`src/logic/crsse_pkg.sv`:
```
package crsse_pkg;

   // Widths of the data path, the program counter, the operation code and the bit index.
   localparam int CRSSE_DW = 8;
   localparam int CRSSE_PCW = 13;
   localparam int CRSSE_OPW = 5;
   localparam int CRSSE_BITW = 3;

   // Values after reset.
   localparam logic [7:0] CRSSE_WORK_RST = 8'h00;
   localparam logic [12:0] CRSSE_PC_RST = 13'h0000;
   localparam logic CRSSE_FLAG_RST = 1'b0;
   localparam logic CRSSE_GIE_RST = 1'b0;

   // Fixed data values used by the operations.
   localparam logic [7:0] CRSSE_ALL_ONES = 8'hff;
   localparam logic [7:0] CRSSE_ONE = 8'h01;
   localparam logic [7:0] CRSSE_ZERO = 8'h00;

   // Bit positions inside the status word that outside logic may load.
   localparam int CRSSE_ST_CARRY = 0;
   localparam int CRSSE_ST_HALF = 1;
   localparam int CRSSE_ST_ZERO = 2;
   localparam int CRSSE_ST_WRAP = 3;

   // Operation codes presented on the command port.
   typedef enum logic [4:0] {
      OP_RETURN_WITH_LITERAL = 5'h00,
      OP_INTERRUPT_RETURN = 5'h01,
      OP_ROTATE_LEFT_MEM = 5'h02,
      OP_ROTATE_LEFT_TO_WORK = 5'h03,
      OP_ROTATE_LEFT_THRU_CY = 5'h04,
      OP_ROTATE_LEFT_THRU_CY_TO_WORK = 5'h05,
      OP_ROTATE_RIGHT_MEM = 5'h06,
      OP_ROTATE_RIGHT_TO_WORK = 5'h07,
      OP_ROTATE_RIGHT_VIA_CY = 5'h08,
      OP_ROTATE_RIGHT_VIA_CY_TO_WORK = 5'h09,
      OP_SUBTRACT_BORROW_TO_WORK = 5'h0a,
      OP_SUBTRACT_BORROW_TO_MEM = 5'h0b,
      OP_DIFFERENCE_TO_WORK = 5'h0c,
      OP_DIFFERENCE_TO_MEM = 5'h0d,
      OP_DIFFERENCE_LITERAL = 5'h0e,
      OP_DECREMENT_SKIP_ZERO = 5'h0f,
      OP_DECREMENT_TO_WORK_SKIP_ZERO = 5'h10,
      OP_INCREMENT_SKIP_ZERO = 5'h11,
      OP_INCREMENT_TO_WORK_SKIP_ZERO = 5'h12,
      OP_BIT_TEST_SKIP_NONZERO = 5'h13,
      OP_BYTE_SET = 5'h14,
      OP_BIT_SET = 5'h15
   } crsse_op_t;

endpackage : crsse_pkg

```
`src/logic/crsse_sub_if.sv`:
```
`timescale 1ns/1ns
// Operands and results of the subtractor, shared by the sequencer and the subtract unit.
interface crsse_sub_if;
   import crsse_pkg::*;
   logic [7:0] minuend; // Working register value.
   logic [7:0] subtrahend; // Memory byte or literal.
   logic carry_in; // One for plain subtraction, the carry flag for borrow forms.
   logic [7:0] diff; // Eight-bit result.
   logic carry_out; // One when no borrow left bit 7.
   logic half_borrow; // One when the low nibble borrowed.
   logic wrap; // Signed overflow.
   logic zero; // Result is all zero.
   modport user (output minuend, subtrahend, carry_in, input diff, carry_out, half_borrow, wrap, zero);
   modport unit (input minuend, subtrahend, carry_in, output diff, carry_out, half_borrow, wrap, zero);
endinterface : crsse_sub_if

```
`src/logic/crsse_exec.sv`:
```
`timescale 1ns/1ns
// What this block does
// - Literal return pops PC, loads literal, flags kept.
// - Interrupt return pops PC, sets global enable.
// - Pending interrupt is serviced before resuming main.
// - Plain rotate left, bit 7 into bit 0.
// - Rotate left through carry, only carry changes.
// - Plain rotate right, bit 0 into bit 7.
// - Rotate right through carry, only carry changes.
// - Borrow subtract to working register, four flags.
// - Borrow subtract to memory, same four flags.
// - Carry clear when negative, set otherwise.
// - Memory subtract to working register or memory.
// - Literal subtract into working register, four flags.
// - Decrement memory, write back, skip on zero.
// - Decrement into working register, skip on zero.
// - Increment memory, write back, skip on zero.
// - Increment into working register, skip on zero.
// - Every conditional skip takes two cycles.
// - Skip when selected memory bit is set.
// - Byte set writes all ones, flags kept.
// - Bit set forces one bit, flags kept.

module crsse_exec
   import crsse_pkg::*;
(
   input wire logic MCLK,
   input wire logic RST,
   input wire logic OP_VALID,
   input wire logic [4:0] OP_CODE,
   input wire logic [7:0] OP_LITERAL,
   input wire logic [2:0] OP_BIT,
   input wire logic [7:0] MEM_RDATA,
   input wire logic [12:0] STACK_TOP,
   input wire logic IRQ_PENDING,
   input wire logic GIE_CLEAR,
   input wire logic WORK_LOAD,
   input wire logic [7:0] WORK_DATA,
   input wire logic STATUS_LOAD,
   input wire logic [3:0] STATUS_DATA,
   output logic BUSY,
   output logic DONE,
   output logic [7:0] WORKING_REGISTER,
   output logic CARRY_FLAG,
   output logic ZERO_FLAG,
   output logic HALF_CARRY_FLAG,
   output logic SIGNED_WRAP_FLAG,
   output logic GLOBAL_IRQ_ENABLE,
   output logic MEM_WE,
   output logic [7:0] MEM_WDATA,
   output logic SKIP_NEXT,
   output logic PC_LOAD,
   output logic [12:0] PC_VALUE,
   output logic STACK_POP,
   output logic IRQ_SERVE
);

   // All state of the sequencer, registered as one word.
   typedef struct packed {
      logic busy; // Second cycle of a two-cycle operation is running.
      logic done; // Operation finished in this cycle.
      logic [7:0] work; // Working register.
      logic carry; // Carry flag.
      logic zero; // Zero flag.
      logic half; // Half carry flag.
      logic wrap; // Signed overflow flag.
      logic gie; // Global interrupt enable.
      logic mem_we; // Memory write strobe.
      logic [7:0] mem_wdata; // Data for the memory write.
      logic skip; // The following instruction is to be dropped.
      logic pc_load; // Program counter takes pc_value.
      logic [12:0] pc_value; // Address to continue from.
      logic stack_pop; // Stack gives up its top entry.
      logic irq_serve; // Pending interrupt is entered before the popped address.
   } crsse_state_t;

   // Reset image of the state.
   localparam crsse_state_t CRSSE_STATE_RST = '{
      busy: 1'b0,
      done: 1'b0,
      work: CRSSE_WORK_RST,
      carry: CRSSE_FLAG_RST,
      zero: CRSSE_FLAG_RST,
      half: CRSSE_FLAG_RST,
      wrap: CRSSE_FLAG_RST,
      gie: CRSSE_GIE_RST,
      mem_we: 1'b0,
      mem_wdata: CRSSE_ZERO,
      skip: 1'b0,
      pc_load: 1'b0,
      pc_value: CRSSE_PC_RST,
      stack_pop: 1'b0,
      irq_serve: 1'b0
   };

   // Current and next state.
   crsse_state_t st;
   crsse_state_t next_st;

   // Link to the subtract unit.
   crsse_sub_if sub ();

   // The subtractor is kept apart so its flag logic can be checked on its own.
   crsse_sub_unit u_sub (
      .sub(sub)
   );

   // Decoded operation, valid only while a request is taken.
   crsse_op_t op;
   // A request is taken when offered and the sequencer is free.
   logic take;
   // Rotations of the memory operand, with and without carry.
   logic [7:0] rot_left;
   logic [7:0] rot_right;
   logic [7:0] rot_left_cy;
   logic [7:0] rot_right_cy;
   // Memory operand plus or minus one.
   logic [7:0] dec_val;
   logic [7:0] inc_val;
   // Selected bit of the memory operand.
   logic sel_bit;
   // Mask with only the selected bit set.
   logic [7:0] bit_mask;

   assign take = OP_VALID & ~st.busy;
   assign op = crsse_op_t'(OP_CODE);

   // Operand shaping that several operations share.
   always_comb begin
      rot_left = {MEM_RDATA[6:0], MEM_RDATA[7]};
      rot_right = {MEM_RDATA[0], MEM_RDATA[7:1]};
      rot_left_cy = {MEM_RDATA[6:0], st.carry};
      rot_right_cy = {st.carry, MEM_RDATA[7:1]};
      dec_val = MEM_RDATA - CRSSE_ONE;
      inc_val = MEM_RDATA + CRSSE_ONE;
      sel_bit = MEM_RDATA[OP_BIT];
      bit_mask = CRSSE_ONE << OP_BIT;
   end

   // Feed the subtractor; the literal form uses the instruction's own operand.
   always_comb begin
      sub.minuend = st.work;
      sub.subtrahend = (op == OP_DIFFERENCE_LITERAL) ? OP_LITERAL : MEM_RDATA;
      // Borrow forms take the carry flag; its complement is the borrow.
      if ((op == OP_SUBTRACT_BORROW_TO_WORK) || (op == OP_SUBTRACT_BORROW_TO_MEM)) begin
         sub.carry_in = st.carry;
      end else begin
         sub.carry_in = 1'b1;
      end
   end

   // Next-state logic of the whole sequencer.
   always_comb begin
      next_st = st;
      // Strobes last a single cycle unless set again below.
      next_st.done = 1'b0;
      next_st.mem_we = 1'b0;
      next_st.skip = 1'b0;
      next_st.pc_load = 1'b0;
      next_st.stack_pop = 1'b0;
      next_st.irq_serve = 1'b0;

      // Loads from the rest of the core come first so this block's own results win over them.
      if (WORK_LOAD) begin
         next_st.work = WORK_DATA;
      end
      if (STATUS_LOAD) begin
         next_st.carry = STATUS_DATA[CRSSE_ST_CARRY];
         next_st.half = STATUS_DATA[CRSSE_ST_HALF];
         next_st.zero = STATUS_DATA[CRSSE_ST_ZERO];
         next_st.wrap = STATUS_DATA[CRSSE_ST_WRAP];
      end
      // Interrupt entry clears the enable; a set in the same cycle overrides it below.
      if (GIE_CLEAR) begin
         next_st.gie = 1'b0;
      end

      if (st.busy) begin
         // Dummy cycle while the next instruction is fetched.
         next_st.busy = 1'b0;
         next_st.done = 1'b1;
      end else if (take) begin
         unique case (op)
            OP_RETURN_WITH_LITERAL: begin
               // Pop, continue there, and load the literal; flags stay.
               next_st.stack_pop = 1'b1;
               next_st.pc_load = 1'b1;
               next_st.pc_value = STACK_TOP;
               next_st.work = OP_LITERAL;
               next_st.busy = 1'b1;
            end
            OP_INTERRUPT_RETURN: begin
               // Pop and re-enable interrupts; arithmetic flags stay.
               next_st.stack_pop = 1'b1;
               next_st.pc_load = 1'b1;
               next_st.pc_value = STACK_TOP;
               next_st.gie = 1'b1;
               // A waiting request is entered before the main program resumes.
               next_st.irq_serve = IRQ_PENDING;
               next_st.busy = 1'b1;
            end

            // Rotations touch carry at most.
            OP_ROTATE_LEFT_MEM: begin
               next_st.mem_we = 1'b1;
               next_st.mem_wdata = rot_left;
               next_st.done = 1'b1;
            end
            OP_ROTATE_LEFT_TO_WORK: begin
               // Memory is left alone in the working-register form.
               next_st.work = rot_left;
               next_st.done = 1'b1;
            end
            OP_ROTATE_LEFT_THRU_CY: begin
               next_st.mem_we = 1'b1;
               next_st.mem_wdata = rot_left_cy;
               next_st.carry = MEM_RDATA[7];
               next_st.done = 1'b1;
            end
            OP_ROTATE_LEFT_THRU_CY_TO_WORK: begin
               next_st.work = rot_left_cy;
               next_st.carry = MEM_RDATA[7];
               next_st.done = 1'b1;
            end
            OP_ROTATE_RIGHT_MEM: begin
               next_st.mem_we = 1'b1;
               next_st.mem_wdata = rot_right;
               next_st.done = 1'b1;
            end
            OP_ROTATE_RIGHT_TO_WORK: begin
               next_st.work = rot_right;
               next_st.done = 1'b1;
            end
            OP_ROTATE_RIGHT_VIA_CY: begin
               next_st.mem_we = 1'b1;
               next_st.mem_wdata = rot_right_cy;
               next_st.carry = MEM_RDATA[0];
               next_st.done = 1'b1;
            end
            OP_ROTATE_RIGHT_VIA_CY_TO_WORK: begin
               next_st.work = rot_right_cy;
               next_st.carry = MEM_RDATA[0];
               next_st.done = 1'b1;
            end

            OP_SUBTRACT_BORROW_TO_WORK, OP_DIFFERENCE_TO_WORK, OP_DIFFERENCE_LITERAL: begin
               // Result into the working register with all four flags.
               next_st.work = sub.diff;
               next_st.carry = sub.carry_out;
               next_st.half = sub.half_borrow;
               next_st.zero = sub.zero;
               next_st.wrap = sub.wrap;
               next_st.done = 1'b1;
            end
            OP_SUBTRACT_BORROW_TO_MEM, OP_DIFFERENCE_TO_MEM: begin
               // Result into the addressed byte with all four flags.
               next_st.mem_we = 1'b1;
               next_st.mem_wdata = sub.diff;
               next_st.carry = sub.carry_out;
               next_st.half = sub.half_borrow;
               next_st.zero = sub.zero;
               next_st.wrap = sub.wrap;
               next_st.done = 1'b1;
            end

            // Skips need the dummy cycle.
            OP_DECREMENT_SKIP_ZERO: begin
               next_st.mem_we = 1'b1;
               next_st.mem_wdata = dec_val;
               next_st.skip = (dec_val == CRSSE_ZERO);
               next_st.busy = 1'b1;
            end
            OP_DECREMENT_TO_WORK_SKIP_ZERO: begin
               next_st.work = dec_val;
               next_st.skip = (dec_val == CRSSE_ZERO);
               next_st.busy = 1'b1;
            end
            OP_INCREMENT_SKIP_ZERO: begin
               next_st.mem_we = 1'b1;
               next_st.mem_wdata = inc_val;
               next_st.skip = (inc_val == CRSSE_ZERO);
               next_st.busy = 1'b1;
            end
            OP_INCREMENT_TO_WORK_SKIP_ZERO: begin
               next_st.work = inc_val;
               next_st.skip = (inc_val == CRSSE_ZERO);
               next_st.busy = 1'b1;
            end

            OP_BIT_TEST_SKIP_NONZERO: begin
               next_st.skip = sel_bit;
               next_st.busy = 1'b1;
            end

            OP_BYTE_SET: begin
               next_st.mem_we = 1'b1;
               next_st.mem_wdata = CRSSE_ALL_ONES;
               next_st.done = 1'b1;
            end
            OP_BIT_SET: begin
               // Only the selected bit changes; the rest are copied back.
               next_st.mem_we = 1'b1;
               next_st.mem_wdata = MEM_RDATA | bit_mask;
               next_st.done = 1'b1;
            end

            default: begin
               // Codes outside this set are not ours; the request finishes with no effect.
               next_st.done = 1'b1;
            end
         endcase
      end
   end

   // One register for the whole state; reset loads constants only.
   always_ff @(posedge MCLK or posedge RST) begin
      if (RST) begin
         st <= CRSSE_STATE_RST;
      end else begin
         st <= next_st;
      end
   end

   // Every output is a field of the registered state.
   assign BUSY = st.busy;
   assign DONE = st.done;
   assign WORKING_REGISTER = st.work;
   assign CARRY_FLAG = st.carry;
   assign ZERO_FLAG = st.zero;
   assign HALF_CARRY_FLAG = st.half;
   assign SIGNED_WRAP_FLAG = st.wrap;
   assign GLOBAL_IRQ_ENABLE = st.gie;
   assign MEM_WE = st.mem_we;
   assign MEM_WDATA = st.mem_wdata;
   assign SKIP_NEXT = st.skip;
   assign PC_LOAD = st.pc_load;
   assign PC_VALUE = st.pc_value;
   assign STACK_POP = st.stack_pop;
   assign IRQ_SERVE = st.irq_serve;

endmodule : crsse_exec

```
`src/logic/crsse_sub_unit.sv`:
```
`timescale 1ns/1ns
// Eight-bit subtractor built as an adder of the inverted subtrahend.
module crsse_sub_unit
   import crsse_pkg::*;
(
   crsse_sub_if.unit sub
);

   // Low nibble sum with its carry in bit 4.
   logic [4:0] low_sum;
   // Full sum with its carry in bit 8.
   logic [8:0] full_sum;

   // The carry in acts as "not borrow", so a set carry means nothing is taken away.
   always_comb begin
      low_sum = {1'b0, sub.minuend[3:0]} + {1'b0, ~sub.subtrahend[3:0]} + {4'h0, sub.carry_in};
      full_sum = {1'b0, sub.minuend} + {1'b0, ~sub.subtrahend} + {8'h00, sub.carry_in};
   end

   // Carry set means the result is positive or zero.
   assign sub.carry_out = full_sum[8];
   // The half carry reports a borrow out of the low nibble.
   assign sub.half_borrow = ~low_sum[4];
   // Signed overflow: operands of unlike sign and the result takes the subtrahend's sign.
   assign sub.wrap = (sub.minuend[7] ^ sub.subtrahend[7]) & (full_sum[7] ^ sub.minuend[7]);
   assign sub.diff = full_sum[7:0];
   assign sub.zero = (full_sum[7:0] == CRSSE_ZERO);

endmodule : crsse_sub_unit

```
`config.mk`:
```
export PLATFORM = sky130hd
export DESIGN_NAME = crsse_exec
export DESIGN_NICKNAME = d
export VERILOG_FILES = /design/src/logic/crsse_pkg.sv /design/src/logic/crsse_sub_if.sv /design/src/logic/crsse_exec.sv /design/src/logic/crsse_sub_unit.sv
export SDC_FILE = /design/constraint.sdc
export NUM_CORES = 1
export LEC_CHECK = 0
export BUFFER_PORTS_ARGS = -buffer_cell sky130_fd_sc_hd__clkbuf_2
export CAP_MARGIN = 20
export CORE_MARGIN = 2
export CORE_UTILIZATION = 40
export CTS_CLUSTER_DIAMETER = 60
export DETAILED_ROUTE_END_ITERATION = 8
export GPL_TIMING_DRIVEN = 0
export PLACE_DENSITY = 0.59
export SLEW_MARGIN = 20
export SYNTH_ARGS = -nofsm -noshare
export SYNTH_HDL_FRONTEND = slang
export SYNTH_SLANG_ARGS = --single-unit
```
`constraint.sdc`:
```
create_clock -name MCLK -period 7.6 [get_ports MCLK]
set_clock_uncertainty 0.05 [all_clocks]
set_input_delay 1.52 -clock MCLK [delete_from_list [all_inputs] [get_ports MCLK]]
set_output_delay 1.52 -clock MCLK [all_outputs]
set_load 0.02 [all_outputs]
```
==> reports/qor.txt <==
Skew-Pair Late Insertion Delay = 0.30 ns
Fin. max-slew vios = 0
H-tree Lvls = 2
Final ANT Viol Nets = 0
Gr usage total = 0.261
I/O Buffers = 91
Tmin final = 5.05 ns
EDFF count, synth = 0
Part of the cycle the worst path needs = 0.665
Post-synthesis simple-gate area fraction = 0.215
HPWL after detailed placement = 10.4 mm
Grt ovf = 0
CTS tree = done
Slew margin rel. = 0.422
Share of layout cells above drive strength 1 = 0.287
Final Net Count = 601
Drt first pass iters = 5
Status = finished, final reports clean
Core ar. = 9110 um^2
First-pass GRT wire length = 20.3 mm
Synth top area share = 0.271
Fillers = 942
Post-synthesis mux area share = 0.116
Clk sinks = 40
DRC = 0
Pin count of the biggest net entering global routing = 35
Die height = 100 um
Top post-synthesis cells by area = dfrtp_1 27%, mux2_2 5.8%, mux2i_1 4.6%
Max Cap Viol = 0
Setup TNS = 0 ns
Cell Chain, Critical Path = clkbuf_2 > buf_2 > buf_2 > nor3_2 > o21ai_0 > fa_1 > fa_1 > nor2b_1 > o21ai_1 > nand2b_1 > xor2_1 > or4b_1 > o41ai_2
Flops & latches, synth = 40
VDD IR max = 0.0992 mV
Worst path bufs/invs = 3
HP Class = reg2reg
Vias in the first global route = 3626
Static Leak = 1.92 nW
Setup Buffers After CTS = 0
DR WL/cell = 20.5 um
Die area = 10000 um^2
Max frequency = 0.198 GHz
Chip Width = 100 um
Critical Path Source Type = primary input
Post-synth top flop = dfrtp_1
Row count = 35
Critical path peak fanout = 10
Worst-Margin Slew = 0.865 ns
Synthesized instance count = 434
I/O Pins = 97
CTS buffer count = 5
Largest family of logic cells by synthesized area = compound AO/OA/AOI/OAI gates
XOR/XNOR Fraction of Synth Area = 0.0523
CP required = 7.74 ns
Hold Fails Final Rpt = 0
Root Driver = clkbuf_8
Leading area contributor after synthesis = dfrtp_1
Synthesis warning total = 0
Slowest CP cell = nor3_2
Vias = 3943
RSZ-0062 raised after global routing = false
Count of cell types in the netlist = 69
Setup crit end kind = flip-flop
Starting DRC count in detailed routing = 316
Initial core utilization = 0.405
Initial antenna violation count = 0
Seq/Total Area, Yosys = 0.271
Global placement routability congestion = 0.961
Post-CTS Resized = 0
Commonest non-fill, non-tap cell in the layout = clkbuf_2
Hold-fix buffers, CTS = 0
R2r setup slk = 4.75 ns
Clk buf depth = 2
Average cell area after synthesis = 8.50 um^2
Vias/cell = 6.12
Async SR Flop Fraction = 1.00
Most frequent cells in the layout = 92 x clkbuf_2, 40 x dfrtp_1, 32 x nand2_1, 29 x nor2_1, 23 x o21ai_0
Synth Cell Area = 3690 um^2
Post-Syn Nets = 502
Synth Area in Compound Gates = 0.238
Diode count = 0
WS Path Type = in2reg
Post-synthesis adder-cell area fraction = 0.0448
Final wirelength = 13.2 mm
Slowest cell delay on critical path = 0.71 ns
Clk slew on worst S/H paths = 0.07 ns
# setup viols final = 0
Crit path DAT = 5.19 ns
Family with the most delay on the worst path = simple AND/OR/NAND/NOR gates
Final Power = 0.827 mW
Power density cells = 187 nW/um^2
P&R area growth vs syn = 20.2%
[state kept, by name (all words and copies together) (netlist names)]
name               count
BUSY                   1
GLOBAL_IRQ_ENABLE      1
CARRY_FLAG             1
SKIP_NEXT              1
PC_LOAD                1
SIGNED_WRAP_FLAG       1
HALF_CARRY_FLAG        1
MEM_WE                 1
PC_VALUE              13
WORKING_REGISTER       8
MEM_WDATA              8
DONE                   1
ZERO_FLAG              1
IRQ_SERVE              1
[area by class of cell]
cell class	instances	area [um^2]	area share
plain buffers	33	170	0.0384
multi-input cells	346	2460	0.555
inverters	15	56.3	0.0127
well taps	111	139	0.0313
repair buffers	92	475	0.107
clock inverters	2	60.1	0.0136
clock buffers	5	68.8	0.0155
flip-flops and latches	40	1000	0.226
[worst paths after layout]
path | cells after the start | from | to
setup / recovery | 13 | OP_CODE[0] | ZERO_FLAG$_DFF_PP0_
hold / removal | 1 | PC_VALUE[7]$_DFFE_PP0P_ | PC_VALUE[7]$_DFFE_PP0P_
setup reg to reg | 9 | CARRY_FLAG$_DFF_PP0_ | ZERO_FLAG$_DFF_PP0_
hold reg to reg | 1 | PC_VALUE[7]$_DFFE_PP0P_ | PC_VALUE[7]$_DFFE_PP0P_
max in group asynchronous | 3 | RST | WORKING_REGISTER[5]$_DFF_PP0_
min in group asynchronous | 2 | RST | MEM_WDATA[2]$_DFFE_PP0P_
[cell families (layout without fill, tap and decap cells)]
family                     count (synthesis)  in the layout
AOI/OAI and AO/OA                        124            124
xor gates and xnor gates                  22             22
adders and majority gates                 12             12
buffers and inverters                     48            147
DFF                                       40             40
muxes                                     38             38
and+or+nand+nor                          150            150
[synthesized netlist by cell type, drive strengths merged, types with 2 or more instances]
library cell  number
fa                 2
a221o              4
inv               15
nor3              18
o21a               4
o311ai             2
o211ai             6
a2111oi            2
clkbuf            13
nand3b             3
nand4              3
nand2             33
xnor2             15
xor2               7
a32oi              3
nor2              30
nor4               2
a21oi             17
nor3b              3
ha                10
o221ai             3
buf               20
and2               2
nor2b             10
a22oi              8
a22o               5
mux2              19
o22ai              6
nand2b            11
and3               6
or3                7
a31oi             13
mux4               2
dfrtp             40
o21ai             26
o2111ai            3
a311oi             2
nand3             18
mux2i             17
a211oi             2
a221oi             6
[per-layer routing]
layer | routed length, um | up-vias | GRT usage
met5 | 0 | - | 0
met4 | 355 | 0 | 0.0875
met2 | 5920 | 204 | 0.418
li1 | - | 1828 | -
met3 | 999 | 24 | 0.0348
met1 | 5950 | 1887 | 0.363
[stage by stage]
stage / utilization / cell area (um^2) / hold slack (ns) / cells / worst slack [ns]
after floorplan: - / 3690 / 0.559 / 434 / 2.89
after global placement: 0.470 / 4280 / 0.437 / 636 / 2.29
after detailed placement: 0.472 / 4300 / 0.445 / 637 / 2.29
after CTS: 0.486 / 4430 / 0.464 / 644 / 2.58
after global routing: 0.486 / 4430 / 0.472 / 644 / 2.33
final: 0.486 / 4430 / 0.458 / 644 / 2.55
[where the power goes]
part	total (mW)	internal [mW]	leakage, nW	switching (mW)
logic	0.343	0.130	1.37	0.213
clock network	0.211	0.129	0.0642	0.0811
registers	0.273	0.251	0.490	0.0224
[worst reg2reg max path, stage by stage (launching register included)]
cell and delay [ns]:
dfrtp_1 0.44, nor3_1 0.10, fa_1 0.42, fa_1 0.43, nor2b_1 0.18, o21ai_1 0.08
nand2b_1 0.13, xor2_1 0.12, or4b_1 0.57, o41ai_2 0.22
Power figures use the tool's default switching activity.
